$ cat src/hw/ssph_pkg.sv
// Package holding primitive codes, timing counts and states for the primitive handler.
package ssph_pkg;
    localparam int CLK_HZ        = 20000000;
    localparam int PLE_LIMIT_US  = 1000;
    localparam int PLE_LIMIT_CYC = (PLE_LIMIT_US * (CLK_HZ / 1000000));
    localparam int NOTIFY_GAP    = 3;
    localparam int ENCL_TYPE_W   = 5;
    localparam logic [4:0] ENCL_DEV_TYPE = 5'h0D;

    // Received primitive codes presented by the dword decoder.
    typedef enum logic [4:0] {
        SSPH_P_NONE      = 5'h00,
        SSPH_P_BC_CHANGE = 5'h01,
        SSPH_P_BC_RSVCH0 = 5'h02,
        SSPH_P_BC_RSVCH1 = 5'h03,
        SSPH_P_BC_SES    = 5'h04,
        SSPH_P_BC_EXP    = 5'h05,
        SSPH_P_BC_RSV2   = 5'h06,
        SSPH_P_BC_RSV3   = 5'h07,
        SSPH_P_BC_RSV4   = 5'h08,
        SSPH_P_CL_NORMAL = 5'h09,
        SSPH_P_CL_CLRAFF = 5'h0A,
        SSPH_P_CL_RSV0   = 5'h0B,
        SSPH_P_CL_RSV1   = 5'h0C,
        SSPH_P_HRESET    = 5'h0D,
        SSPH_P_NT_SPINUP = 5'h0E,
        SSPH_P_NT_PLE    = 5'h0F,
        SSPH_P_NT_RSV0   = 5'h10,
        SSPH_P_NT_RSV1   = 5'h11,
        SSPH_P_NT_RSV2   = 5'h12,
        SSPH_P_ALIGN     = 5'h13
    } ssph_prim_t;

    // Fill choices for a slot that would otherwise carry a clock-skew ALIGN.
    typedef enum logic [1:0] {
        SSPH_F_ALIGN  = 2'b00,
        SSPH_F_SPINUP = 2'b01,
        SSPH_F_PLE    = 2'b10
    } ssph_fill_t;

    // Power loss handling states.
    typedef enum logic [1:0] {
        SSPH_S_IDLE  = 2'b00,
        SSPH_S_ARMED = 2'b01,
        SSPH_S_DONE  = 2'b10
    } ssph_plstate_t;
endpackage

$ cat src/hw/ssph_primitive_handler.sv
// Link-layer handler for connection-independent primitives of a target phy.
`timescale 1ns/1ps

////////////////////////////////////////////////////////////////////////////////
// Summary of operation
// RULE1: Before link reset completes, no BROADCAST is sent and received ones are ignored.
// RULE2: Inside a connection no BROADCAST is sent and received ones are ignored.
// RULE3: Both reserved-change BROADCASTs are reported as a configuration change.
// RULE4: The enclosure-services BROADCAST reports an event from device type 0Dh.
// RULE5: Expander-event BROADCAST reports detector threshold or clear, never domain change.
// RULE6: Clear-affiliation CLOSE clears an STP affiliation, otherwise acts as normal CLOSE.
// RULE7: Reserved CLOSE variants close the connection like a normal CLOSE.
// RULE8: Expanders replace forwarded invalid dwords with ERROR.
// RULE9: HARD_RESET acts only after phy reset with no identification since.
// RULE10: NOTIFY may fill an ALIGN slot, taking a rotation step or delaying it.
// RULE11: At least three ALIGNs or other NOTIFYs before repeating one NOTIFY.
// RULE12: Expanders send ALIGN in place of NOTIFY instead of forwarding it.
// RULE13: The far side sends spin-up permission after power on, then periodically.
// RULE14: Resets and nexus loss do not make a later spin-up permission start spin-up; only lunSpinReset and hardResetEvt clear it, no nexus loss input.
// RULE15: Spin-up permission from either port is accepted alike, spin-up as configured.
// RULE16: Reserved NOTIFY variants are ignored with no side effect.
// RULE17: The far side sends power-loss-expected at least three times.
// RULE18: Within 1 ms of power-loss-expected: stop writes, clear tasks, raise attention; write stop waits for blockBoundary until timer expiry.
// RULE19: After power-loss-expected, BREAK any open SSP connection.
// RULE20: After power-loss-expected, reject SSP opens with retry until the timer expires.
// RULE21: Frames arriving after power-loss-expected before the connection closes are dropped.
// RULE22: Power loss timer is loaded and stopped at power on, started by power-loss-expected; reset clears it to zero and the notice loads plTimeout.
// RULE23: On timer expiry raise power-fail attention and accept SSP opens again.
// RULE24: Timer length comes from a config input; expiry is a one-cycle pulse.
module ssph_primitive_handler #(
    parameter int TIMER_W = 24
) (
    input  wire logic                mclk,
    input  wire logic                rst,
    input  wire logic [4:0]          rxPrim0,
    input  wire logic                rxValid0,
    input  wire logic [4:0]          rxPrim1,
    input  wire logic                rxValid1,
    input  wire logic [4:0]          sesDevType,
    input  wire logic                linkResetDone,
    input  wire logic                phyResetDone,
    input  wire logic                identDone,
    input  wire logic                connOpen,
    input  wire logic                connIsStp,
    input  wire logic                stpAffPresent,
    input  wire logic                sspConn,
    input  wire logic                openReq,
    input  wire logic                frameIn,
    input  wire logic                alignSlot,
    input  wire logic                spinupArmed,
    input  wire logic                lunSpinReset,
    input  wire logic                bcastReq,
    input  wire logic                blockBoundary,
    input  wire logic [TIMER_W-1:0]  plTimeout,
    output logic                     bcastChangeEvt,
    output logic                     bcastSesEvt,
    output logic                     bcastExpEvt,
    output logic                     bcastTx,
    output logic                     closeEvt,
    output logic                     clearAffEvt,
    output logic                     hardResetEvt,
    output logic [1:0]               slotFill,
    output logic                     spinupGo,
    output logic                     writeStop,
    output logic                     taskClear,
    output logic                     uaPowerLoss,
    output logic                     uaPowerFail,
    output logic                     breakTx,
    output logic                     openRejectRetry,
    output logic                     frameDrop,
    output logic                     plTimerExpired
);
    if (TIMER_W < 2 || TIMER_W > 32) begin
        $error("TIMER_W out of range");
    end

    ////////////////////////////////////////////////////////////////////////////////
    logic rxP0;
    logic rxP1;
    assign rxP0 = rxValid0;
    assign rxP1 = rxValid1;

    function automatic logic isPrim(input logic                 v,
                                    input logic [4:0]           p,
                                    input ssph_pkg::ssph_prim_t c);
        return v && (p == c);
    endfunction

    // Reception on either port counts equally.
    function automatic logic anyPrim(input ssph_pkg::ssph_prim_t c);
        return isPrim(rxP0, rxPrim0, c) || isPrim(rxP1, rxPrim1, c);
    endfunction

    logic bcastOk;
    assign bcastOk = linkResetDone && !connOpen; // [RULE1] [RULE2]

    ////////////////////////////////////////////////////////////////////////////////
    // BROADCAST reception and transmission.
    always_ff @(posedge mclk or posedge rst) begin
        if (rst) begin
            bcastChangeEvt <= 1'b0;
            bcastSesEvt    <= 1'b0;
            bcastExpEvt    <= 1'b0;
            bcastTx        <= 1'b0;
        end else begin
            bcastChangeEvt <= bcastOk && (anyPrim(ssph_pkg::SSPH_P_BC_CHANGE)
                              || anyPrim(ssph_pkg::SSPH_P_BC_RSVCH0)
                              || anyPrim(ssph_pkg::SSPH_P_BC_RSVCH1)); // [RULE3]
            bcastSesEvt    <= bcastOk && anyPrim(ssph_pkg::SSPH_P_BC_SES)
                              && (sesDevType == ssph_pkg::ENCL_DEV_TYPE); // [RULE4]
            bcastExpEvt    <= bcastOk && anyPrim(ssph_pkg::SSPH_P_BC_EXP); // [RULE5]
            bcastTx        <= bcastOk && bcastReq; // [RULE1] [RULE2]
        end
    end

    ////////////////////////////////////////////////////////////////////////////////
    // CLOSE handling.
    logic anyClose;
    assign anyClose = anyPrim(ssph_pkg::SSPH_P_CL_NORMAL) || anyPrim(ssph_pkg::SSPH_P_CL_CLRAFF)
                   || anyPrim(ssph_pkg::SSPH_P_CL_RSV0) || anyPrim(ssph_pkg::SSPH_P_CL_RSV1);

    always_ff @(posedge mclk or posedge rst) begin
        if (rst) begin
            closeEvt    <= 1'b0;
            clearAffEvt <= 1'b0;
        end else begin
            closeEvt    <= connOpen && anyClose; // [RULE7]
            clearAffEvt <= connOpen && anyPrim(ssph_pkg::SSPH_P_CL_CLRAFF)
                           && connIsStp && stpAffPresent; // [RULE6]
        end
    end

    ////////////////////////////////////////////////////////////////////////////////
    // HARD_RESET validity window: opens at phy reset done, closes on identification.
    logic hrWin_q;
    always_ff @(posedge mclk or posedge rst) begin
        if (rst) begin
            hrWin_q <= 1'b0;
        end else if (phyResetDone) begin
            hrWin_q <= 1'b1; // [RULE9]
        end else if (identDone) begin
            hrWin_q <= 1'b0; // [RULE9]
        end
    end

    always_ff @(posedge mclk or posedge rst) begin
        if (rst) begin
            hardResetEvt <= 1'b0;
        end else begin
            hardResetEvt <= hrWin_q && anyPrim(ssph_pkg::SSPH_P_HRESET); // [RULE9]
        end
    end

    ////////////////////////////////////////////////////////////////////////////////
    // NOTIFY transmission into ALIGN slots. Spacing counters count slots since each
    // variant was last sent, saturating at NOTIFY_GAP.
    logic [1:0] gapSpin_q;
    logic [1:0] gapPle_q;
    logic       spinReq_q;
    logic       pleTxReq;
    logic [1:0] fill_d;

    always_comb begin
        fill_d = ssph_pkg::SSPH_F_ALIGN;
        if (alignSlot) begin
            if (pleTxReq && gapPle_q == 2'(ssph_pkg::NOTIFY_GAP)) begin
                fill_d = ssph_pkg::SSPH_F_PLE; // [RULE10] [RULE11]
            end else if (spinReq_q && gapSpin_q == 2'(ssph_pkg::NOTIFY_GAP)) begin
                fill_d = ssph_pkg::SSPH_F_SPINUP; // [RULE10] [RULE11]
            end
        end
    end

    always_ff @(posedge mclk or posedge rst) begin
        if (rst) begin
            gapSpin_q <= 2'(ssph_pkg::NOTIFY_GAP);
            gapPle_q  <= 2'(ssph_pkg::NOTIFY_GAP);
            slotFill  <= ssph_pkg::SSPH_F_ALIGN;
        end else begin
            slotFill <= fill_d;
            if (alignSlot) begin
                gapSpin_q <= (fill_d == ssph_pkg::SSPH_F_SPINUP) ? 2'h0
                           : (gapSpin_q == 2'(ssph_pkg::NOTIFY_GAP) ? gapSpin_q : gapSpin_q + 2'h1);
                gapPle_q  <= (fill_d == ssph_pkg::SSPH_F_PLE) ? 2'h0
                           : (gapPle_q == 2'(ssph_pkg::NOTIFY_GAP) ? gapPle_q : gapPle_q + 2'h1);
            end
        end
    end

    ////////////////////////////////////////////////////////////////////////////////
    // Spin-up permission. A reset clears the armed request so permission alone
    // never starts the spindle; the set of a new request wins over the clear.
    always_ff @(posedge mclk or posedge rst) begin
        if (rst) begin
            spinReq_q <= 1'b0;
        end else if (spinupArmed) begin
            spinReq_q <= 1'b1;
        end else if (lunSpinReset || hardResetEvt) begin
            spinReq_q <= 1'b0; // [RULE14]
        end
    end

    always_ff @(posedge mclk or posedge rst) begin
        if (rst) begin
            spinupGo <= 1'b0;
        end else begin
            spinupGo <= spinReq_q && anyPrim(ssph_pkg::SSPH_P_NT_SPINUP); // [RULE15] [RULE16]
        end
    end

    ////////////////////////////////////////////////////////////////////////////////
    // Power loss handling and timer.
    ssph_pkg::ssph_plstate_t plState_q;
    logic [TIMER_W-1:0]      plTimer_q;
    logic                    pleRx;
    logic                    plActive;
    logic                    expire;

    assign pleRx    = anyPrim(ssph_pkg::SSPH_P_NT_PLE);
    assign plActive = (plState_q == ssph_pkg::SSPH_S_ARMED);
    assign expire   = plActive && (plTimer_q == '0);
    assign pleTxReq = 1'b0;

    always_ff @(posedge mclk or posedge rst) begin
        if (rst) begin
            plState_q <= ssph_pkg::SSPH_S_IDLE;
        end else begin
            unique case (plState_q)
                ssph_pkg::SSPH_S_IDLE:  if (pleRx) plState_q <= ssph_pkg::SSPH_S_ARMED; // [RULE22]
                ssph_pkg::SSPH_S_ARMED: if (expire) plState_q <= ssph_pkg::SSPH_S_DONE;
                ssph_pkg::SSPH_S_DONE:  if (pleRx) plState_q <= ssph_pkg::SSPH_S_ARMED;
                default:                plState_q <= ssph_pkg::SSPH_S_IDLE;
            endcase
        end
    end

    // Repeated notices while armed do not restart the count, so the window stays bounded.
    always_ff @(posedge mclk or posedge rst) begin
        if (rst) begin
            plTimer_q <= '0; // [RULE22]
        end else if (pleRx && !plActive) begin
            plTimer_q <= plTimeout; // [RULE24]
        end else if (plActive && plTimer_q != '0) begin
            plTimer_q <= plTimer_q - 1'b1;
        end
    end

    always_ff @(posedge mclk or posedge rst) begin
        if (rst) begin
            plTimerExpired <= 1'b0;
            uaPowerFail    <= 1'b0;
        end else begin
            plTimerExpired <= expire; // [RULE24]
            uaPowerFail    <= expire; // [RULE23]
        end
    end

    // Write stop waits for a block boundary; the notice pulses go out on the next edge.
    logic wsPend_q;
    always_ff @(posedge mclk or posedge rst) begin
        if (rst) begin
            wsPend_q    <= 1'b0;
            writeStop   <= 1'b0;
            taskClear   <= 1'b0;
            uaPowerLoss <= 1'b0;
        end else begin
            taskClear   <= pleRx && !plActive; // [RULE18]
            uaPowerLoss <= pleRx && !plActive; // [RULE18]
            if (pleRx && !plActive) begin
                wsPend_q <= 1'b1;
            end else if (expire) begin
                wsPend_q  <= 1'b0;
                writeStop <= 1'b0;
            end
            if (wsPend_q && blockBoundary && !expire) begin
                writeStop <= 1'b1; // [RULE18]
            end
        end
    end

    // Connection-side actions while the notice is in force.
    always_ff @(posedge mclk or posedge rst) begin
        if (rst) begin
            breakTx         <= 1'b0;
            openRejectRetry <= 1'b0;
            frameDrop       <= 1'b0;
        end else begin
            breakTx         <= pleRx && connOpen && sspConn && !plActive; // [RULE19]
            openRejectRetry <= plActive && !expire && openReq; // [RULE20] [RULE23]
            frameDrop       <= plActive && connOpen && frameIn; // [RULE21]
        end
    end
endmodule

$ cat config.mk
export PLATFORM = sky130hd
export DESIGN_NAME = ssph_primitive_handler
export DESIGN_NICKNAME = d
export VERILOG_FILES = /design/src/hw/ssph_pkg.sv /design/src/hw/ssph_primitive_handler.sv
export SDC_FILE = /design/constraint.sdc
export NUM_CORES = 1
export LEC_CHECK = 0
export BUFFER_PORTS_ARGS = -buffer_cell sky130_fd_sc_hd__buf_2
export CAP_MARGIN = 5
export CORE_ASPECT_RATIO = 0.6
export CORE_MARGIN = 1.5
export CORE_UTILIZATION = 45
export CTS_CLUSTER_DIAMETER = 30
export DETAILED_ROUTE_END_ITERATION = 16
export PLACE_DENSITY = 0.73
export SYNTH_ARGS = -nofsm -noshare
export SYNTH_HDL_FRONTEND = slang
export SYNTH_SLANG_ARGS = --single-unit
$ cat constraint.sdc
create_clock -name mclk -period 2 [get_ports mclk]
set_clock_uncertainty 0.05 [all_clocks]
set_input_delay 0.2 -clock mclk [delete_from_list [all_inputs] [get_ports mclk]]
set_output_delay 0.2 -clock mclk [all_outputs]
set_load 0.005 [all_outputs]
# Word level (Yosys, flattened, before mapping)
# Index checks and enable logic that the tools add are counted.
[classes] n_addsub=2 eq_ne=33 mux=17 n_reduce_logical=82
[op_table] operator="5-bit by 4-bit equality test with 1-bit output, second input constant" count=15
[op_table] operator="1-bit logical AND" count=49
[op_table] operator="24-bit two-way mux" count=2
[op_table] operator="24-bit zero test" count=1
[op_table] operator="24-bit nonzero test" count=1
[op_table] operator="24-bit by 1-bit subtractor with 24-bit output, second input constant" count=1
[op_table] operator="5-bit by 2-bit equality test with 1-bit output, second input constant" count=4
[op_table] operator="5-bit by 3-bit equality test with 1-bit output, second input constant" count=4
[op_table] operator="1-bit logical OR" count=18
[op_table] operator="5-bit by 1-bit equality test with 1-bit output, second input constant" count=2
[op_table] operator="1-bit two-way mux" count=10
[op_table] operator="2-bit nonzero test" count=5
[op_table] operator="2-bit two-way mux" count=4
[op_table] operator="2-bit by 1-bit != test with 1-bit output, second input constant" count=4
[op_table] operator="2-bit AND reduction" count=3
[op_table] operator="2-bit by 1-bit equality test with 1-bit output, second input constant" count=2
[op_table] operator="2-bit equality test, second input constant" count=2
[op_table] operator="2-bit case mux with 2 select lines" count=1
[op_table] operator="1-bit zero test" count=3
[op_table] operator="2-bit by 1-bit adder with 2-bit output, second input constant" count=1
[op_table] operator="2-bit zero test" count=1
[op_table] operator="2-bit OR reduction" count=1
[word_totals] ff_bits=47 input_bits=57 output_inout_bits=18 elab_cells=155

# Longest topological paths before layout
[depth] word_depth=7 depth_mapped=8 mapped_depth_nobuf=7

# Least setup slack after synthesis
# OpenSTA, ideal clock, no wires.
[synth_path] kind="reg2reg" from="register plTimer_q[16]" to="register plTimer_q[23]" setup_ps=125 arrival_time_ps=1904 required_ps=1825 path_slack_ps=-79 stages_incl_launch_ff=6 path_buffers=0 period_less_slack_ps=2079 path_cell_list="dfrtp_1 > or4_4 > nor4_4 > a21oi_1 > nand4_1 > mux2_2"
[synth_between] elab_chain_len=3 elab_cells_between_ends=6 classes_between="add/sub (1); mux (2); reduce/logical (3)"
[synth_rtl] element="start: declaration" line="ssph_primitive_handler.sv:214" text="logic [TIMER_W-1:0] plTimer_q;"
[synth_rtl] element="start signal: assignment" line="ssph_primitive_handler.sv:242" text="plTimer_q <= plTimeout;"
[synth_rtl] element="start signal: assignment" line="ssph_primitive_handler.sv:244" text="plTimer_q <= plTimer_q - 1'b1;"
[synth_rtl] element="24-bit by 1-bit subtractor with 24-bit output or 24-bit nonzero test (tied branches)" line="ssph_primitive_handler.sv:244, ssph_primitive_handler.sv:243"
[synth_rtl] element="24-bit two-way mux or 1-bit logical AND (tied branches)" line="ssph_primitive_handler.sv:243" text="end else if (plActive && plTimer_q != '0) begin"
[synth_rtl] element="24-bit two-way mux or 2-bit nonzero test (tied branches)"
# Parallel ways exist; a longest one is shown, timed or not. The select of a mux whose other input is x is not followed.
# A chain may end at the register's enable or synchronous reset.

# Final worst setup path
[layout_path] from="register plTimer_q[1]" to="register plTimer_q[7]"
# Same word-level chain as after synthesis.

==> metrics.txt <==
outcome finished with violations; failing checks setup timing; setup tns final -500 ps; fmax 0.483 GHz; drt drc 0; Synth Register Bits 46; CTS max path bufs 2; most instantiated library cell after synthesis dfrtp_1; cells on worst reg2reg path 4; Pins Over Slew Limit 0; post-synthesis cell count 272; first-pass GRT wire length 12.2 mm; area delta synth->final 39.1%; synth top area cells dfrtp_1 43%, nor2_1 4.6%, o21ai_0 3.4%; Net Count, Synth 332; cts bufs inserted 5; synth warn 0; WP data arrival 2240 ps; drt first pass iters 5; CTS clk-pin slew, worst paths 90 ps; vias in the first global route 2,456; Top Registers plTimer_q (24), gapSpin_q (2), plState_q (2); hold path endpoint hrWin_q$_DFFE_PP0P_; Crit Reg-Reg Endpoint plTimer_q[7]$_DFFE_PP0P_; MaxCap Viol Count 0; hold path start phyResetDone; post-route ant nets 0; cell depth of the worst min-delay path 2; initial DRC count 252; synth unique cells 56; GRT Resource Usage Total 0.266; WHS 37.3 ps; die area 6100 µm²; DR vias/cell 5.70; Largest register FFs 24; RSZ-0062 raised after global routing yes; Total Power 3.29 mW; Tmin final 2070 ps; CP Class flip-flop to flip-flop; clock latency on the worst-skew pair 300 ps; Top reg by flops plTimer_q; Final Worst Setup Slack -72.0 ps; GRT Residual Overflow 0; # diodes 0; netlist area before placement 2530 µm²; CP Launch Type flip-flop; initial antenna violation count 0; Final Setup Violations 15; Power Density 935 nW/µm²; Die Y 61.1 µm; sequential-to-total area share from yosys stat 0.456; Final #Nets 454; IO Count 75; final hold violations 0; CP max FO 7; Yosys top cell area share 0.435; Syn Area/Cell 9.31 µm²; H-Tree Depth 2; top_reg_cell synth dfrtp_1; GP Congestion 0.936; Final period util 1.04; Die X-Extent 99.8 µm; CP Capture Type flip-flop; dpl hpwl 5.54 mm; DR vias 2,630; hold crit path type input pin to flip-flop; Sinks on Clock Net 46; WP data required 2170 ps; VDD IR-drop max 550 µV; Post-synth EDFFs 0; FP Rows 20; Pleak 1.59 nW; core area 5230 µm²; largest net degree at the start of global routing 21; Yosys top cell by area dfrtp_1; Worst R2R Start plTimer_q[1]$_DFFE_PP0P_; Port Buffers 73; cell area after layout 3520 µm²; Post-synth ARST share 1.00; layout cells sized above 1 0.418; drt wl/cell 16.3 µm; clock root buffer clkbuf_8; r2r setup slk -70 ps; post-placement cell area 3260 µm²; final WL 7.53 mm; CTS tree yes; most frequent cells after synthesis 44 x dfrtp_1, 31 x nor2_1, 18 x nand2_1; Starting Density 0.484
logic make-up after synthesis:
family	count (synthesis)	share of synthesized area
simple gates	130	0.297
xor+xnor	8	0.0277
flops	46	0.456
other cells	1	0.00148
buf+inv	19	0.0336
mux	2	0.00890
fa+ha+maj	3	0.0148
compound gates	63	0.161
worst max-delay path: stages (launching register included):
cell,delay [ps]
dfrtp_1,450
or4b_4,580
or3_4,390
or3_1,350
a31oi_1,180
routing by layer:
metal	GRT usage	wire, µm	part of all wire
met1	0.402	3700	0.49
met2	0.385	3070	0.41
met3	0.0556	641	0.085
met4	0.0825	111	0.015
met5	0	0	0
worst max path at each step:
stage	startpoint	slack, ps	to
finish	plTimer_q[1]$_DFFE_PP0P_	-70	plTimer_q[7]$_DFFE_PP0P_
global route	plTimer_q[4]$_DFFE_PP0P_	-150	plTimer_q[13]$_DFFE_PP0P_
CTS	plTimer_q[20]$_DFFE_PP0P_	-30	plTimer_q[12]$_DFFE_PP0P_
detailed placement	plTimer_q[3]$_DFFE_PP0P_	-120	wsPend_q$_DFFE_PP0P_
global placement	plTimer_q[5]$_DFFE_PP0P_	-30	plTimer_q[15]$_DFFE_PP0P_
floorplan	plTimer_q[20]$_DFFE_PP0P_	-30	plTimer_q[23]$_DFFE_PP0P_
stage by stage:
stage,cells,util,setup WS [ps]
global placement,444,0.623,-26.0
detailed placement,444,0.623,-118
finish,461,0.673,-72.0
global route,461,0.673,-148
CTS,457,0.654,-26.2
floorplan,272,-,-25.2
layout make-up:
class	count	area [µm²]
flip-flops and latches	46	1150
inverters	9	33.8
fillers	430	1710
clock buffers	7	86.3
clock inverters	1	5.00
well taps	66	82.6
multi-input cells	207	1390
repair buffers	125	772
report_power, final:
part	internal, mW	leakage, nW	switching (mW)
clock network	0.279	0.0482	0.315
registers	1.17	0.548	0.233
logic	0.654	0.999	0.637
total	2.11	1.59	1.18
timing repair:
item	CTS	global route
gates resized for setup	11	22
setup endpoints to repair	21	27
buffers inserted	3	5
pin swaps	3	12
hold endpoints to repair	12	0
hold buffers	2	0
cells in the final DEF, fill, tap and decap left out, types with 5 or more instances in the layout:
master,instances
nor2_1,31
or4_4,5
a21oi_1,5
o21ai_0,10
nor4_1,7
nor3_1,11
inv_1,5
o21ai_1,6
buf_4,47
nand2b_1,7
a31oi_1,13
dfrtp_1,43
or3_1,10
buf_2,73
clkbuf_8,6
xnor2_1,5
nand2_1,18
(Power assumes the default switching activity.)
